## config.mk

```make
export PLATFORM = sky130hd
export DESIGN_NAME = dtpm_pin_mux
export DESIGN_NICKNAME = d
export VERILOG_FILES = /design/src/core/dtpm_pkg.sv /design/src/core/dtpm_pin_mux.sv
export SDC_FILE = /design/constraint.sdc
export NUM_CORES = 1
export LEC_CHECK = 0
export BUFFER_PORTS_ARGS = -buffer_cell sky130_fd_sc_hd__buf_2
export CORE_MARGIN = 1.5
export CORE_UTILIZATION = 45
export CTS_CLUSTER_DIAMETER = 80
export CTS_CLUSTER_SIZE = 8
export DETAILED_ROUTE_END_ITERATION = 12
export MAX_ROUTING_LAYER = met4
export PLACE_DENSITY = 0.71
export SYNTH_ARGS = -nofsm -noshare
export SYNTH_HDL_FRONTEND = slang
export SYNTH_SLANG_ARGS = --single-unit
```

## constraint.sdc

```tcl
create_clock -name clk -period 1.5 [get_ports clk]
set_clock_uncertainty 0.05 [all_clocks]
set_input_delay 0.15 -clock clk [delete_from_list [all_inputs] [get_ports clk]]
set_output_delay 0.15 -clock clk [all_outputs]
set_load 0.03 [all_outputs]
```

## src/core/dtpm_pkg.sv

```systemverilog
package dtpm_pkg;
    // Pin slots of the muxed group
    localparam int unsigned NPIN   = 6;
    localparam int unsigned PIN_C0 = 0;
    localparam int unsigned PIN_C1 = 1;
    localparam int unsigned PIN_C3 = 2;
    localparam int unsigned PIN_C4 = 3;
    localparam int unsigned PIN_B0 = 4;
    localparam int unsigned PIN_B7 = 5;

    // Register bus widths
    localparam int unsigned ADDR_W = 8;
    localparam int unsigned DATA_W = 32;

    // Register byte offsets
    localparam logic [7:0] OFS_DEBUG_CONFIG = 8'h00;
    localparam logic [7:0] OFS_PORT_B_LOW   = 8'h04;
    localparam logic [7:0] OFS_PORT_B_HIGH  = 8'h08;
    localparam logic [7:0] OFS_PORT_C_LOW   = 8'h0C;
    localparam logic [7:0] OFS_PORT_C_HIGH  = 8'h10;
    localparam logic [7:0] OFS_IRQ_C_SEL    = 8'h14;
    localparam logic [7:0] OFS_IRQ_D_SEL    = 8'h18;
    localparam logic [7:0] OFS_GPIO_OUT     = 8'h1C;
    localparam logic [7:0] OFS_GPIO_IN      = 8'h20;
    localparam logic [7:0] OFS_STATUS       = 8'h24;

    // Field positions
    localparam int unsigned DBGCFG_GPIO_BIT = 5;
    localparam int unsigned B0_LSB = 0;
    localparam int unsigned B7_LSB = 12;
    localparam int unsigned C0_LSB = 0;
    localparam int unsigned C1_LSB = 4;
    localparam int unsigned C3_LSB = 12;
    localparam int unsigned C4_LSB = 0;

    // Port configuration field codes
    localparam logic [3:0] CFG_ANALOG  = 4'h0;
    localparam logic [3:0] CFG_OUT     = 4'h1;
    localparam logic [3:0] CFG_INPUT   = 4'h4;
    localparam logic [3:0] CFG_OUT_OD  = 4'h5;
    localparam logic [3:0] CFG_IN_PULL = 4'h8;
    localparam logic [3:0] CFG_ALT_OUT = 4'h9;
    localparam logic [3:0] CFG_ALT_OD  = 4'hD;

    // Values after reset
    localparam logic [15:0] RST_PORT_CFG   = 16'h4444;
    localparam logic [7:0]  RST_DEBUG_CFG  = 8'h00;
    localparam logic [2:0]  RST_IRQ_C_SEL  = 3'h5;
    localparam logic [2:0]  RST_IRQ_D_SEL  = 3'h0;
    localparam logic [5:0]  RST_GPIO_OUT   = 6'h00;

    // Core trace width codes
    localparam logic [1:0] TRACE_W1 = 2'h0;
    localparam logic [1:0] TRACE_W2 = 2'h1;
    localparam logic [1:0] TRACE_W4 = 2'h2;

    // Debug port mode
    typedef enum logic {
        DBG_JTAG,
        DBG_SWD
    } dtpm_dbg_mode_t;

    // Drive of one pad
    typedef struct packed {
        logic out;
        logic oe;
        logic pull_up;
        logic analog;
    } dtpm_pin_drive_t;

    // Trace settings from the core
    typedef struct packed {
        logic       enable;
        logic       async;
        logic [1:0] width;
        logic       clock;
        logic       data0;
        logic       data1;
        logic       async_out;
    } dtpm_trace_t;
endpackage

```

## src/core/dtpm_pin_mux.sv

```systemverilog
// Our own choices: the register offsets and strobed register access.
module dtpm_pin_mux (
    // Clock and reset
    input  wire logic                        clk,
    input  wire logic                        reset_n,
    // Register port
    input  wire logic [dtpm_pkg::ADDR_W-1:0] reg_addr,
    input  wire logic [dtpm_pkg::DATA_W-1:0] reg_wdata,
    input  wire logic                        reg_wr,
    input  wire logic                        reg_rd,
    output logic      [dtpm_pkg::DATA_W-1:0] reg_rdata,
    // Pads
    input  wire logic [dtpm_pkg::NPIN-1:0]   pad_in,
    output logic      [dtpm_pkg::NPIN-1:0]   pad_out,
    output logic      [dtpm_pkg::NPIN-1:0]   pad_oe,
    output logic      [dtpm_pkg::NPIN-1:0]   pad_pull_up,
    output logic      [dtpm_pkg::NPIN-1:0]   pad_analog,
    // Debug engine
    input  wire logic                        swd_select,
    input  wire logic                        jtag_select,
    input  wire logic                        swdio_out,
    input  wire logic                        swdio_oe,
    output logic                             test_data_in,
    output logic                             test_mode_select,
    output logic                             test_reset_in_n,
    output logic                             swdio_in,
    // Core trace
    input  wire dtpm_pkg::dtpm_trace_t       trace,
    // Timers
    input  wire logic                        timer_one_output_enable,
    input  wire logic                        timer_one_ch2_out,
    output logic                             timer_one_channel2,
    output logic                             timer_one_ext_clock,
    output logic                             timer_two_clock_mask,
    // External interrupts
    output logic                             ext_interrupt_a,
    output logic                             ext_interrupt_c,
    output logic                             ext_interrupt_d
);
    import dtpm_pkg::*;

    // Pad drive for one configuration field
    function automatic dtpm_pin_drive_t port_drive(
        input logic [3:0] cfg,
        input logic       data,
        input logic       alt_en,
        input logic       alt_val
    );
        dtpm_pin_drive_t d;
        logic            v;
        d = '0;
        v = alt_en ? alt_val : data;
        case (cfg)
            CFG_ANALOG: begin // Analog path, digital off
                d.analog = 1'b1;
            end
            CFG_OUT: begin // Push-pull GPIO
                d.oe  = 1'b1;
                d.out = data;
            end
            CFG_OUT_OD: begin // Open-drain GPIO
                d.oe = ~data;
            end
            CFG_IN_PULL: begin // Input with pull-up
                d.pull_up = 1'b1;
            end
            CFG_ALT_OUT: begin // Alternate or GPIO data
                d.oe  = 1'b1;
                d.out = v;
            end
            CFG_ALT_OD: begin // Alternate open-drain
                d.oe = ~v;
            end
            default: begin // Plain input
                d = '0;
            end
        endcase
        return d;
    endfunction

    // Software registers
    logic [7:0]       debug_config_q;      // Debug pin release
    logic [15:0]      port_b_low_config_q; // Port B low fields
    logic [15:0]      port_b_high_config_q;// Port B high fields
    logic [15:0]      port_c_low_config_q; // Port C low fields
    logic [15:0]      port_c_high_config_q;// Port C high fields
    logic [2:0]       irq_c_sel_q;         // Interrupt C source
    logic [2:0]       irq_d_sel_q;         // Interrupt D source
    logic [NPIN-1:0]  gpio_out_q;          // GPIO output data
    dtpm_dbg_mode_t   mode_q;              // Debug port mode

    // Input synchronisers and filtered levels
    logic [NPIN-1:0]  sync1_q;
    logic [NPIN-1:0]  sync2_q;
    logic [NPIN-1:0]  sync3_q;
    logic [NPIN-1:0]  pin_q;

    // Per-pin configuration fields
    wire logic [3:0] cfg_c0 = port_c_low_config_q[C0_LSB +: 4];
    wire logic [3:0] cfg_c1 = port_c_low_config_q[C1_LSB +: 4];
    wire logic [3:0] cfg_c3 = port_c_low_config_q[C3_LSB +: 4];
    wire logic [3:0] cfg_c4 = port_c_high_config_q[C4_LSB +: 4];
    wire logic [3:0] cfg_b0 = port_b_low_config_q[B0_LSB +: 4];
    wire logic [3:0] cfg_b7 = port_b_high_config_q[B7_LSB +: 4];

    // Mode decode
    wire logic jtag_on  = (mode_q == DBG_JTAG);
    wire logic swd_on   = (mode_q == DBG_SWD);
    wire logic dbg_gpio = debug_config_q[DBGCFG_GPIO_BIT];

    // Trace decode
    wire logic sync_on  = trace.enable & ~trace.async;
    wire logic wide_on  = (trace.width == TRACE_W2) | (trace.width == TRACE_W4);
    wire logic w_valid  = wide_on | (trace.width == TRACE_W1);
    wire logic bit1_on  = sync_on & wide_on & (cfg_c0 == CFG_ALT_OUT);
    wire logic c1_alt   = trace.enable & (trace.async | w_valid);
    wire logic c1_val   = trace.async ? trace.async_out : trace.data0;

    // GPIO ownership of debug pins
    wire logic c0_gpio  = dbg_gpio | (swd_on & ~bit1_on);
    wire logic c3_gpio  = dbg_gpio | swd_on;
    wire logic c4_gpio  = dbg_gpio;
    wire logic rst_path = jtag_on & ~bit1_on & ~dbg_gpio;

    // Pull-up only drive for debug inputs
    localparam dtpm_pin_drive_t PULL_ONLY = '{out: 1'b0, oe: 1'b0,
                                             pull_up: 1'b1, analog: 1'b0};

    // Serial data drive
    wire dtpm_pin_drive_t swd_drv = '{out: swdio_out, oe: swdio_oe,
                                      pull_up: 1'b1, analog: 1'b0};

    // Next drive of each pad
    dtpm_pin_drive_t drv [NPIN];

    // port_c0: trace bit1, GPIO, or test reset input
    assign drv[PIN_C0] = (c0_gpio | bit1_on)
                       ? port_drive(cfg_c0, gpio_out_q[PIN_C0], bit1_on,
                                    trace.data1)
                       : PULL_ONLY;
    // port_c1: ADC input 3 or trace output
    assign drv[PIN_C1] = port_drive(cfg_c1, gpio_out_q[PIN_C1], c1_alt,
                                    c1_val);
    // port_c3: GPIO or test data input
    assign drv[PIN_C3] = c3_gpio
                       ? port_drive(cfg_c3, gpio_out_q[PIN_C3], 1'b0, 1'b0)
                       : PULL_ONLY;
    // port_c4: GPIO, serial data, or mode select
    assign drv[PIN_C4] = c4_gpio
                       ? port_drive(cfg_c4, gpio_out_q[PIN_C4], 1'b0, 1'b0)
                       : (swd_on ? swd_drv : PULL_ONLY);
    // port_b0: reference output or trace clock
    assign drv[PIN_B0] = port_drive(cfg_b0, gpio_out_q[PIN_B0], trace.enable,
                                    trace.clock);
    // port_b7: ADC input 2 or timer channel 2
    assign drv[PIN_B7] = port_drive(cfg_b7, gpio_out_q[PIN_B7],
                                    timer_one_output_enable,
                                    timer_one_ch2_out);

    // Per-pin pad registers and input filter
    genvar gi;
    generate
        for (gi = 0; gi < NPIN; gi++) begin : g_pin
            // Pad drive flops
            always_ff @(posedge clk or negedge reset_n) begin
                if (!reset_n) begin
                    pad_out[gi]     <= 1'b0;
                    pad_oe[gi]      <= 1'b0;
                    pad_pull_up[gi] <= 1'b0;
                    pad_analog[gi]  <= 1'b0;
                end else begin
                    pad_out[gi]     <= drv[gi].out;
                    pad_oe[gi]      <= drv[gi].oe;
                    pad_pull_up[gi] <= drv[gi].pull_up;
                    pad_analog[gi]  <= drv[gi].analog;
                end
            end
            // Three-stage sync, accept when stages agree
            always_ff @(posedge clk or negedge reset_n) begin
                if (!reset_n) begin
                    sync1_q[gi] <= 1'b1;
                    sync2_q[gi] <= 1'b1;
                    sync3_q[gi] <= 1'b1;
                    pin_q[gi]   <= 1'b1;
                end else begin
                    sync1_q[gi] <= pad_in[gi];
                    sync2_q[gi] <= sync1_q[gi];
                    sync3_q[gi] <= sync2_q[gi];
                    if (sync2_q[gi] == sync3_q[gi]) begin
                        pin_q[gi] <= sync3_q[gi];
                    end
                end
            end
        end
    endgenerate

    // Debug mode; reset forces JTAG
    always_ff @(posedge clk or negedge reset_n) begin
        if (!reset_n) begin
            mode_q <= DBG_JTAG;
        end else if (swd_select) begin
            mode_q <= DBG_SWD;
        end else if (jtag_select) begin
            mode_q <= DBG_JTAG;
        end
    end

    // Interrupt source decode
    wire logic irq_c_val = (irq_c_sel_q < 3'(NPIN)) ? pin_q[irq_c_sel_q] : 1'b0;
    wire logic irq_d_val = (irq_d_sel_q < 3'(NPIN)) ? pin_q[irq_d_sel_q] : 1'b0;

    // Function inputs to debug logic, timers, interrupts
    always_ff @(posedge clk or negedge reset_n) begin
        if (!reset_n) begin
            test_data_in         <= 1'b1;
            test_mode_select     <= 1'b1;
            test_reset_in_n      <= 1'b1;
            swdio_in             <= 1'b1;
            timer_one_channel2   <= 1'b0;
            timer_one_ext_clock  <= 1'b0;
            timer_two_clock_mask <= 1'b0;
            ext_interrupt_a      <= 1'b0;
            ext_interrupt_c      <= 1'b0;
            ext_interrupt_d      <= 1'b0;
        end else begin
            test_data_in         <= (jtag_on & ~c3_gpio) ? pin_q[PIN_C3] : 1'b1;
            test_mode_select     <= (jtag_on & ~c4_gpio) ? pin_q[PIN_C4] : 1'b1;
            test_reset_in_n      <= rst_path ? pin_q[PIN_C0] : 1'b1;
            swdio_in             <= (swd_on & ~c4_gpio) ? pin_q[PIN_C4] : 1'b1;
            timer_one_channel2   <= pin_q[PIN_B7];
            timer_one_ext_clock  <= pin_q[PIN_B0];
            timer_two_clock_mask <= pin_q[PIN_B0];
            ext_interrupt_a      <= pin_q[PIN_B0];
            ext_interrupt_c      <= irq_c_val;
            ext_interrupt_d      <= irq_d_val;
        end
    end

    // Write decode
    wire logic wr_dbg   = reg_wr & (reg_addr == OFS_DEBUG_CONFIG);
    wire logic wr_bl    = reg_wr & (reg_addr == OFS_PORT_B_LOW);
    wire logic wr_bh    = reg_wr & (reg_addr == OFS_PORT_B_HIGH);
    wire logic wr_cl    = reg_wr & (reg_addr == OFS_PORT_C_LOW);
    wire logic wr_ch    = reg_wr & (reg_addr == OFS_PORT_C_HIGH);
    wire logic wr_ext_interrupt_c  = reg_wr & (reg_addr == OFS_IRQ_C_SEL);
    wire logic wr_ext_interrupt_d  = reg_wr & (reg_addr == OFS_IRQ_D_SEL);
    wire logic wr_gpio  = reg_wr & (reg_addr == OFS_GPIO_OUT);

    // Configuration registers
    always_ff @(posedge clk or negedge reset_n) begin
        if (!reset_n) begin
            debug_config_q       <= RST_DEBUG_CFG;
            port_b_low_config_q  <= RST_PORT_CFG;
            port_b_high_config_q <= RST_PORT_CFG;
            port_c_low_config_q  <= RST_PORT_CFG;
            port_c_high_config_q <= RST_PORT_CFG;
            irq_c_sel_q          <= RST_IRQ_C_SEL;
            irq_d_sel_q          <= RST_IRQ_D_SEL;
            gpio_out_q           <= RST_GPIO_OUT;
        end else begin
            if (wr_dbg)  debug_config_q       <= reg_wdata[7:0];
            if (wr_bl)   port_b_low_config_q  <= reg_wdata[15:0];
            if (wr_bh)   port_b_high_config_q <= reg_wdata[15:0];
            if (wr_cl)   port_c_low_config_q  <= reg_wdata[15:0];
            if (wr_ch)   port_c_high_config_q <= reg_wdata[15:0];
            if (wr_ext_interrupt_c) irq_c_sel_q          <= reg_wdata[2:0];
            if (wr_ext_interrupt_d) irq_d_sel_q          <= reg_wdata[2:0];
            if (wr_gpio) gpio_out_q           <= reg_wdata[NPIN-1:0];
        end
    end

    // Read selection; unmapped reads zero
    logic [DATA_W-1:0] rd_mux;
    always_comb begin
        case (reg_addr)
            OFS_DEBUG_CONFIG: rd_mux = {24'h000000, debug_config_q};
            OFS_PORT_B_LOW:   rd_mux = {16'h0000, port_b_low_config_q};
            OFS_PORT_B_HIGH:  rd_mux = {16'h0000, port_b_high_config_q};
            OFS_PORT_C_LOW:   rd_mux = {16'h0000, port_c_low_config_q};
            OFS_PORT_C_HIGH:  rd_mux = {16'h0000, port_c_high_config_q};
            OFS_IRQ_C_SEL:    rd_mux = {29'h0, irq_c_sel_q};
            OFS_IRQ_D_SEL:    rd_mux = {29'h0, irq_d_sel_q};
            OFS_GPIO_OUT:     rd_mux = {26'h0, gpio_out_q};
            OFS_GPIO_IN:      rd_mux = {26'h0, pin_q};
            OFS_STATUS:       rd_mux = {30'h0, bit1_on, swd_on};
            default:          rd_mux = '0;
        endcase
    end

    // Read data valid the cycle after each reg_rd cycle, zero otherwise
    always_ff @(posedge clk or negedge reset_n) begin
        if (!reset_n) begin
            reg_rdata <= '0;
        end else begin
            reg_rdata <= reg_rd ? rd_mux : '0;
        end
    end
endmodule // dtpm_pin_mux

```

# == Word level (Yosys, flattened, before mapping) ==
# Cells that the tools add are included.
# totals
ff_bits,173
wordCells,220
output_inout_bits,66
# op_classes
mux,47
order_cmp,4
n_reduce_logical,17
n_eq_ne,47
bitwise_logic,39
# op_table
cell,count
$pmux W16 S10,1
$eq A4 B4 Y1 const B,18
$eq A8 B5 Y1 const B,4
$mux W32,1
$mux W1,29
$eq A4 B1 Y1 const B,6
$eq A4 B3 Y1 const B,6
$logic_not A4 Y1,6
$and A1 B1 Y1,18
$eq A8 B4 Y1 const B,2
$eq A8 B6 Y1 const B,2
$mux W4,4
$reduce_or A2 Y1,8
$not A1 Y1,15
$pmux W1 S2,6
$pmux W1 S3,4
$eq A8 B3 Y1 const B,1
$logic_not A8 Y1,1
$lt A3 B4 Y1 const B,2
$bmux W1 S3,2
$eq A1 B1 Y1,6
$lt A3 B3 Y1 const B,2
$or A1 B1 Y1,6
$eq A2 B1 Y1 const B,1
3 further kinds,3

# == Logic depth before layout (Yosys ltp) ==
# Gate-level depths: netlist of run 1.
# logic_depth
ltp_word,9
ltp_mapped,7
depth_no_buf,6

# == Worst setup path before layout of run 1 ==
# OpenSTA, ideal clock, no wires.
# synth_timing
path_type,input port to flip-flop
start,input reg_addr[4] in the netlist's numbering
end,register port_b_low_config_q[11]
slack_ns,-0.134
setup_time_ns,0.125
t_required_ns,1.325
t_arrival_ns,1.460
cell_stages,6
path_buffers,3
path_cell_list,buf_2 -> nor4_1 -> buf_2 -> nand3_2 -> buf_2 -> mux2_2
# synth_between
elab_chain_cells,2
# synth_rtl
element,line_no,source
from (decl),dtpm_pin_mux.sv:7,"input wire logic [dtpm_pkg::ADDR_W-1:0] reg_addr,"
$eq A8 B3 Y1,dtpm_pin_mux.sv:241,wire logic wr_bl = reg_wr & (reg_addr == OFS_PORT_B_LOW);
$and A1 B1 Y1,dtpm_pin_mux.sv:241,
to (signal assigned),dtpm_pin_mux.sv:262,if (wr_bl) port_b_low_config_q <= reg_wdata[15:0];
to (decl),dtpm_pin_mux.sv:83,logic [15:0] port_b_low_config_q;
# Every way passes these cells.
# A chain may end at the register's enable or synchronous reset.

# == Final worst setup path of run 1 ==
# layout_timing
start,register port_c_low_config_q[0]
end,register reg_rdata[0] in the netlist's numbering
# layout_between
elab_chain_cells,2
# layout_rtl
element,line_no,source
from (decl),dtpm_pin_mux.sv:85,logic [15:0] port_c_low_config_q;
from (signal assigned),dtpm_pin_mux.sv:264,if (wr_cl) port_c_low_config_q <= reg_wdata[15:0];
$pmux W16 S10,dtpm_pin_mux.sv:275,case (reg_addr)
$mux W32,dtpm_pin_mux.sv:295,reg_rdata <= reg_rd ? rd_mux : '0;
to (signal assigned),dtpm_pin_mux.sv:295,
to (decl),dtpm_pin_mux.sv:11,"output logic [dtpm_pkg::DATA_W-1:0] reg_rdata,"
# Every way passes these cells.

==> flow_metrics.env, run 1 <==
export IMPL_synth_cell_type_count=52
export IMPL_max_cap_viol_count=0
export IMPL_rows=44
export IMPL_fin_area_um2=8620
export IMPL_first_iter_violations=336
export IMPL_yosysMostFrequentCell="dfrtp_1"
export IMPL_fin_util_pct=59.5
export IMPL_via_per_inst=5.34
export IMPL_rr_startpoint="port_c_low_config_q[0]"
export IMPL_outcome="finished clean"
export IMPL_synth_area_per_cell_um2=13.8
export IMPL_hold_depth=2
export IMPL_drv_slew=0
export IMPL_finalHoldViolCount=0
export IMPL_clock_fmax_ghz=0.672
export IMPL_total_power_uw=9980
export IMPL_grt_pass1_wl_mm=25.9
export IMPL_post_route_min_period_ns=1.49
export IMPL_synthFlopType="dfrtp_1"
export IMPL_grt_total_usage_pct=22.4
export IMPL_synth_cells=482
export IMPL_finalCritPeriodShare_pct=99.2
export IMPL_r2r_end="reg_rdata[0]"
export IMPL_overflow=0
export IMPL_syn2layout_area_growth_pct=29.6
export IMPL_dieArea_um2=15500
export IMPL_layout_nets=728
export IMPL_design_core_area_um2=14500
export IMPL_root_buffer="clkbuf_16"
export IMPL_grt_pass1_vias=4786
export IMPL_die_h_um=125
export IMPL_p_leak_uw=0.00414
export IMPL_wl_per_cell_um=18.5
export IMPL_rrSetupSlack_ns=0.01
export IMPL_antennaDiodeCount=0
export IMPL_drive_above_1_share_pct=51.9
export IMPL_clk_latency_ns=0.43
export IMPL_die_x_um=125
export IMPL_antenna_found_initial=0
export IMPL_setup_viol=0
export IMPL_crit_path_max_fanout=4
export IMPL_gp_congestion=0.927
export IMPL_cts_sinks=157
export IMPL_synth_top_cell_area_share_pct=41.7
export IMPL_arrival_ns=1.75
export IMPL_synth_common_cells="111 x dfrtp_1, 82 x mux2_2, 46 x dfstp_2"
export IMPL_cts_tree="built"
export IMPL_finalWirelength_mm=15.9
export IMPL_yosysSeqAreaShare_pct=59.9
export IMPL_worstPathRequired_ns=1.76
export IMPL_async_reset_ff_share_pct=100
export IMPL_hold_start="reg_wdata[5]"
export IMPL_critPathCaptureType="flip-flop"
export IMPL_dpl_cell_area_um2=7710
export IMPL_grt_max_degree=90
export IMPL_clk_path_buf_depth=2
export IMPL_crit_path_start_kind="flip-flop"
export IMPL_synth_edf_count=0
export IMPL_rsz0062_at_grt="yes"
export IMPL_drc=0
export IMPL_initial_core_util_pct=46.0
export IMPL_synth_area_leaders="dfrtp_1 42%, dfstp_2 18%, mux2_2 14%"
export IMPL_cts_buffers=17
export IMPL_drtPass1Iterations=5
export IMPL_rr_worst_depth=5
export IMPL_peakVddDrop_uv=753
export IMPL_synth_seq_cells=157
export IMPL_io_pins=130
export IMPL_worstSetupPathType="reg -> reg"
export IMPL_syn_area_um2=6650
export IMPL_clkTransAtPathRegs_ns=0.06
export IMPL_power_density_nw_per_um2=1160
export IMPL_ant_nets=0
export IMPL_min_to="port_b_high_config_q[5]"
export IMPL_hold_path_class="in -> reg"
export IMPL_fin_tns_setup_ns=0
export IMPL_h_tree_depth=4
export IMPL_place_hpwl_mm=10.8
export IMPL_io_buffers=97
export IMPL_vias=4593
export IMPL_ys_warn_count=0
export IMPL_synth_area_leader_cell="dfrtp_1"
## power by group
group	leakage (µW)	switching [µW]	internal [µW]
logic	0.00188	564	421
clock network	0.000284	1720	2620
registers	0.00198	155	4510
## critical path, stage by stage, from the launching register on
cell and delay, ns:
dfrtp_1 0.38, buf_6 0.13, mux4_2 0.48, a21oi_2 0.15, or4_4 0.13, a21oi_2 0.05
## worst max-delay path by stage
stage / startpoint / to / slack [ns] / depth (start not counted)
finish: port_c_low_config_q[0] / reg_rdata[0] / 0.01 / 5
global route: port_c_low_config_q[0] / reg_rdata[0] / -0.04 / 5
CTS: irq_d_sel_q[0] / ext_interrupt_d / 0.001 / 3
detailed placement: port_c_low_config_q[1] / pad_oe[0] / -0.13 / 4
global placement: port_c_low_config_q[2] / pad_oe[0] / -0.12 / 4
floorplan: reg_addr[1] / port_c_high_config_q[15] / -0.07 / 5
## area by class of cell
cell class / instances / area [µm²]
Fill cell: 1162 / 5860
Sequential cell: 157 / 3990
Clock inverter: 13 / 166
Timing Repair Buffer: 185 / 1250
Multi-Input combinational cell: 299 / 2540
Tap cell: 184 / 230
Inverter: 3 / 11.3
Clock buffer: 19 / 433
## per-layer routing
metal / wire [µm] / part of all wire, % / global-route usage, % / vias to the layer above
li1: - / - / - / 2099
met1: 7050 / 44 / 29.2 / 2328
met2: 7710 / 48 / 34.4 / 143
met3: 883 / 5.5 / 5.11 / 23
met4: 266 / 1.7 / 7.98 / 0
met5: 0 / 0 / - / -
## kinds of logic after synthesis
kind of cell / after synthesis / share of synthesized area, %
compound gates: 60 / 6.81
fa+ha+maj: 7 / 1.09
buf+inv: 41 / 3.65
flops: 157 / 59.9
mux: 107 / 19.0
other cells: 1 / 0.0564
simple gates: 109 / 9.53
## state kept, by name (all words and copies together) (netlist names), 3 cells and up
register / cells
port_b_high_config_q: 16
port_b_low_config_q: 16
port_c_high_config_q: 16
port_c_low_config_q: 16
reg_rdata: 16
debug_config_q: 8
gpio_out_q: 6
pad_analog: 6
pad_oe: 6
pad_out: 6
pad_pull_up: 6
pin_q: 6
sync1_q: 6
sync2_q: 6
sync3_q: 6
irq_c_sel_q: 3
irq_d_sel_q: 3
## cells in the final DEF, fill, tap and decap left out, types with 4 or more instances in the layout
cell type | netlist | layout
nor2b_1 | 6 | 6
a21oi_1 | 13 | 11
nand3_1 | 6 | 6
clkbuf_16 | 0 | 17
dfstp_2 | 46 | 46
o21ai_0 | 6 | 6
mux2_2 | 82 | 82
nor3_1 | 7 | 5
nand2b_1 | 4 | 4
mux2_4 | 10 | 10
clkinv_4 | 0 | 4
mux2i_1 | 12 | 12
nand2_1 | 20 | 20
dlygate4sd3_1 | 0 | 23
nor2_1 | 24 | 23
and3_1 | 6 | 6
dfrtp_1 | 111 | 110
a222oi_1 | 8 | 8
maj3_1 | 6 | 6
nor4b_1 | 4 | 4
buf_4 | 18 | 60
buf_2 | 11 | 96
a22o_1 | 17 | 17
conb_1 | 1 | 16
## stage by stage
stage | std cells | setup WS (ns) | hold slack (ns)
after floorplan | 497 | -0.0696 | -0.196
after CTS | 857 | 0.00127 | 0.00285
after global routing | 860 | -0.0437 | 0.0264
after detailed placement | 802 | -0.127 | 0.130
final | 860 | 0.0115 | 0.0141
after global placement | 802 | -0.117 | 0.124
## repair_timing
| item | CTS | global route |
|---|---|---|
| setup buffers | 0 | 3 |
| endpoints found under the hold margin | 177 | 0 |
| setup endpoints to repair | 5 | 4 |
| gates resized for setup | 10 | 4 |
| hold buffers | 23 | 0 |
| pin swaps | 2 | 5 |
Note: power is estimated with default switching activity, not from simulation.
==> inputs of run 2 (changes only) <==
--- a/config.mk
+++ b/config.mk
@@ -13,6 +13,7 @@
 export DETAILED_ROUTE_END_ITERATION = 12
 export MAX_ROUTING_LAYER = met4
 export PLACE_DENSITY = 0.71
+export REMOVE_ABC_BUFFERS = 1
 export SYNTH_ARGS = -nofsm -noshare
 export SYNTH_HDL_FRONTEND = slang
 export SYNTH_SLANG_ARGS = --single-unit
==> flow_metrics.env, run 2 (same netlist as run 1, synthesis figures left out) <==
export IMPL_max_cap_viol_count=0
export IMPL_layout_nets=726
export IMPL_grt_max_degree=47
export IMPL_design_core_area_um2=14500
export IMPL_cts_tree="built"
export IMPL_drtPass1Iterations=6
export IMPL_clkTransAtPathRegs_ns=0.06
export IMPL_antennaDiodeCount=0
export IMPL_rr_worst_depth=5
export IMPL_crit_path_max_fanout=4
export IMPL_rsz0062_at_grt="yes"
export IMPL_clk_path_buf_depth=2
export IMPL_io_buffers=97
export IMPL_hold_path_class="in -> reg"
export IMPL_layout_commonest_cell="dfrtp_1"
export IMPL_post_place_ws_ns=-0.293
export IMPL_outcome="finished clean"
export IMPL_antenna_found_initial=0
export IMPL_fin_ws_ns=0.0376
export IMPL_clock_fmax_ghz=0.684
export IMPL_crit_path_start_kind="flip-flop"
export IMPL_fin_tns_setup_ns=0
export IMPL_io_pins=130
export IMPL_arrival_ns=1.76
export IMPL_cts_sinks=157
export IMPL_die_h_um=125
export IMPL_drive_above_1_share_pct=51.6
export IMPL_overflow=0
export IMPL_rows=44
export IMPL_place_hpwl_mm=11.7
export IMPL_h_tree_depth=4
export IMPL_worstPathRequired_ns=1.80
export IMPL_first_iter_violations=305
export IMPL_cts_buffers=17
export IMPL_hold_depth=2
export IMPL_finalCritPeriodShare_pct=97.5
export IMPL_initial_core_util_pct=46.0
export IMPL_root_buffer="clkbuf_16"
export IMPL_grt_pass1_vias=4913
export IMPL_power_density_nw_per_um2=1190
export IMPL_drv_slew=0
export IMPL_syn2layout_area_growth_pct=30.6
export IMPL_finalWirelength_mm=16.7
export IMPL_fin_util_pct=60.0
export IMPL_critPathCaptureType="flip-flop"
export IMPL_wl_per_cell_um=19.5
export IMPL_gp_congestion=0.935
export IMPL_grt_pass1_wl_mm=26.9
export IMPL_final_cell_mix="109 x dfrtp_1, 96 x buf_2, 82 x mux2_2"
export IMPL_peakVddDrop_uv=716
export IMPL_clk_latency_ns=0.42
export IMPL_dieArea_um2=15500
export IMPL_p_leak_uw=0.00417
export IMPL_setup_viol=0
export IMPL_finalHoldViolCount=0
export IMPL_ant_nets=0
export IMPL_drc=0
export IMPL_worstSetupPathType="reg -> reg"
export IMPL_vias=4673
export IMPL_die_x_um=125
export IMPL_grt_total_usage_pct=23.4
export IMPL_post_route_min_period_ns=1.46
export IMPL_via_per_inst=5.45
run 2: changes by cell type in the layout (fill, tap and decap cells not counted), moves of 2 or more:
cell,before,now
buf_4,60,54
bufinv_16,3,5
clkinv_4,4,2
buf_12,3,8
clkbuf_1,2,0
nor3_1,5,7
clkinv_2,2,4
run 2: timing repair:
| action | 4_1_cts | 5_1_grt |
|---|---|---|
| gates resized for setup | 6 | 4 |
| endpoints found under the setup margin | 4 | 4 |
| hold buffers | 23 | 0 |
| setup buffers | 0 | 1 |
| hold endpoints to repair | 189 | 0 |
| pin swaps | 2 | 1 |
| cloned | 0 | 0 |
run 2: routing by layer:
metal	up-vias	wire (µm)	GRT usage [%]
met5	-	0	-
met4	0	406	10.0
met3	32	806	4.42
met2	163	8030	36.2
met1	2383	7490	30.3
li1	2095	-	-
run 2: final timing paths:
path | start | to | slack, ns
setup / recovery | port_c_low_config_q[0] | reg_rdata[0] | 0.04
hold / removal | reg_wdata[5] | port_c_low_config_q[5] | 0.02
setup reg to reg | port_c_low_config_q[0] | reg_rdata[0] | 0.04
hold reg to reg | sync1_q[1] | sync2_q[1] | 0.30
max in group asynchronous | reset_n | irq_c_sel_q[2] | 0.63
min in group asynchronous | reset_n | pad_oe[3] | 0.14
run 2: final cells by class:
cell class	instances	area, µm²
Fill cell	1143	5790
Sequential cell	157	3990
Multi-Input combinational cell	299	2510
Timing Repair Buffer	183	1300
Clock buffer	17	425
Tap cell	184	230
Clock inverter	15	219
Inverter	3	11.3
run 2: critical path, cell delays in order, from the launching register on:
cell and delay (ns):
dfrtp_1 0.36, buf_6 0.12, mux4_2 0.25, a21oi_2 0.05, or4_1 0.39, a21oi_1 0.17
run 2: power by group:
| part | internal [µW] | switching, µW | total [µW] |
|---|---|---|---|
| Combinational | 418 | 572 | 990 |
| Clock | 2950 | 1720 | 4660 |
| Sequential | 4510 | 147 | 4650 |
run 2: per-stage QoR:
stage | hold WS, ns | total power (µW) | instances | area (µm²)
after floorplan | -0.196 | 5150 | 459 | 6480
after global placement | 0.00674 | 5630 | 802 | 7770
after detailed placement | 0.0183 | 5660 | 802 | 7770
after CTS | 0.00740 | 10400 | 857 | 8660
after global routing | 0.0183 | 10700 | 858 | 8690
final | 0.0159 | 10300 | 858 | 8690
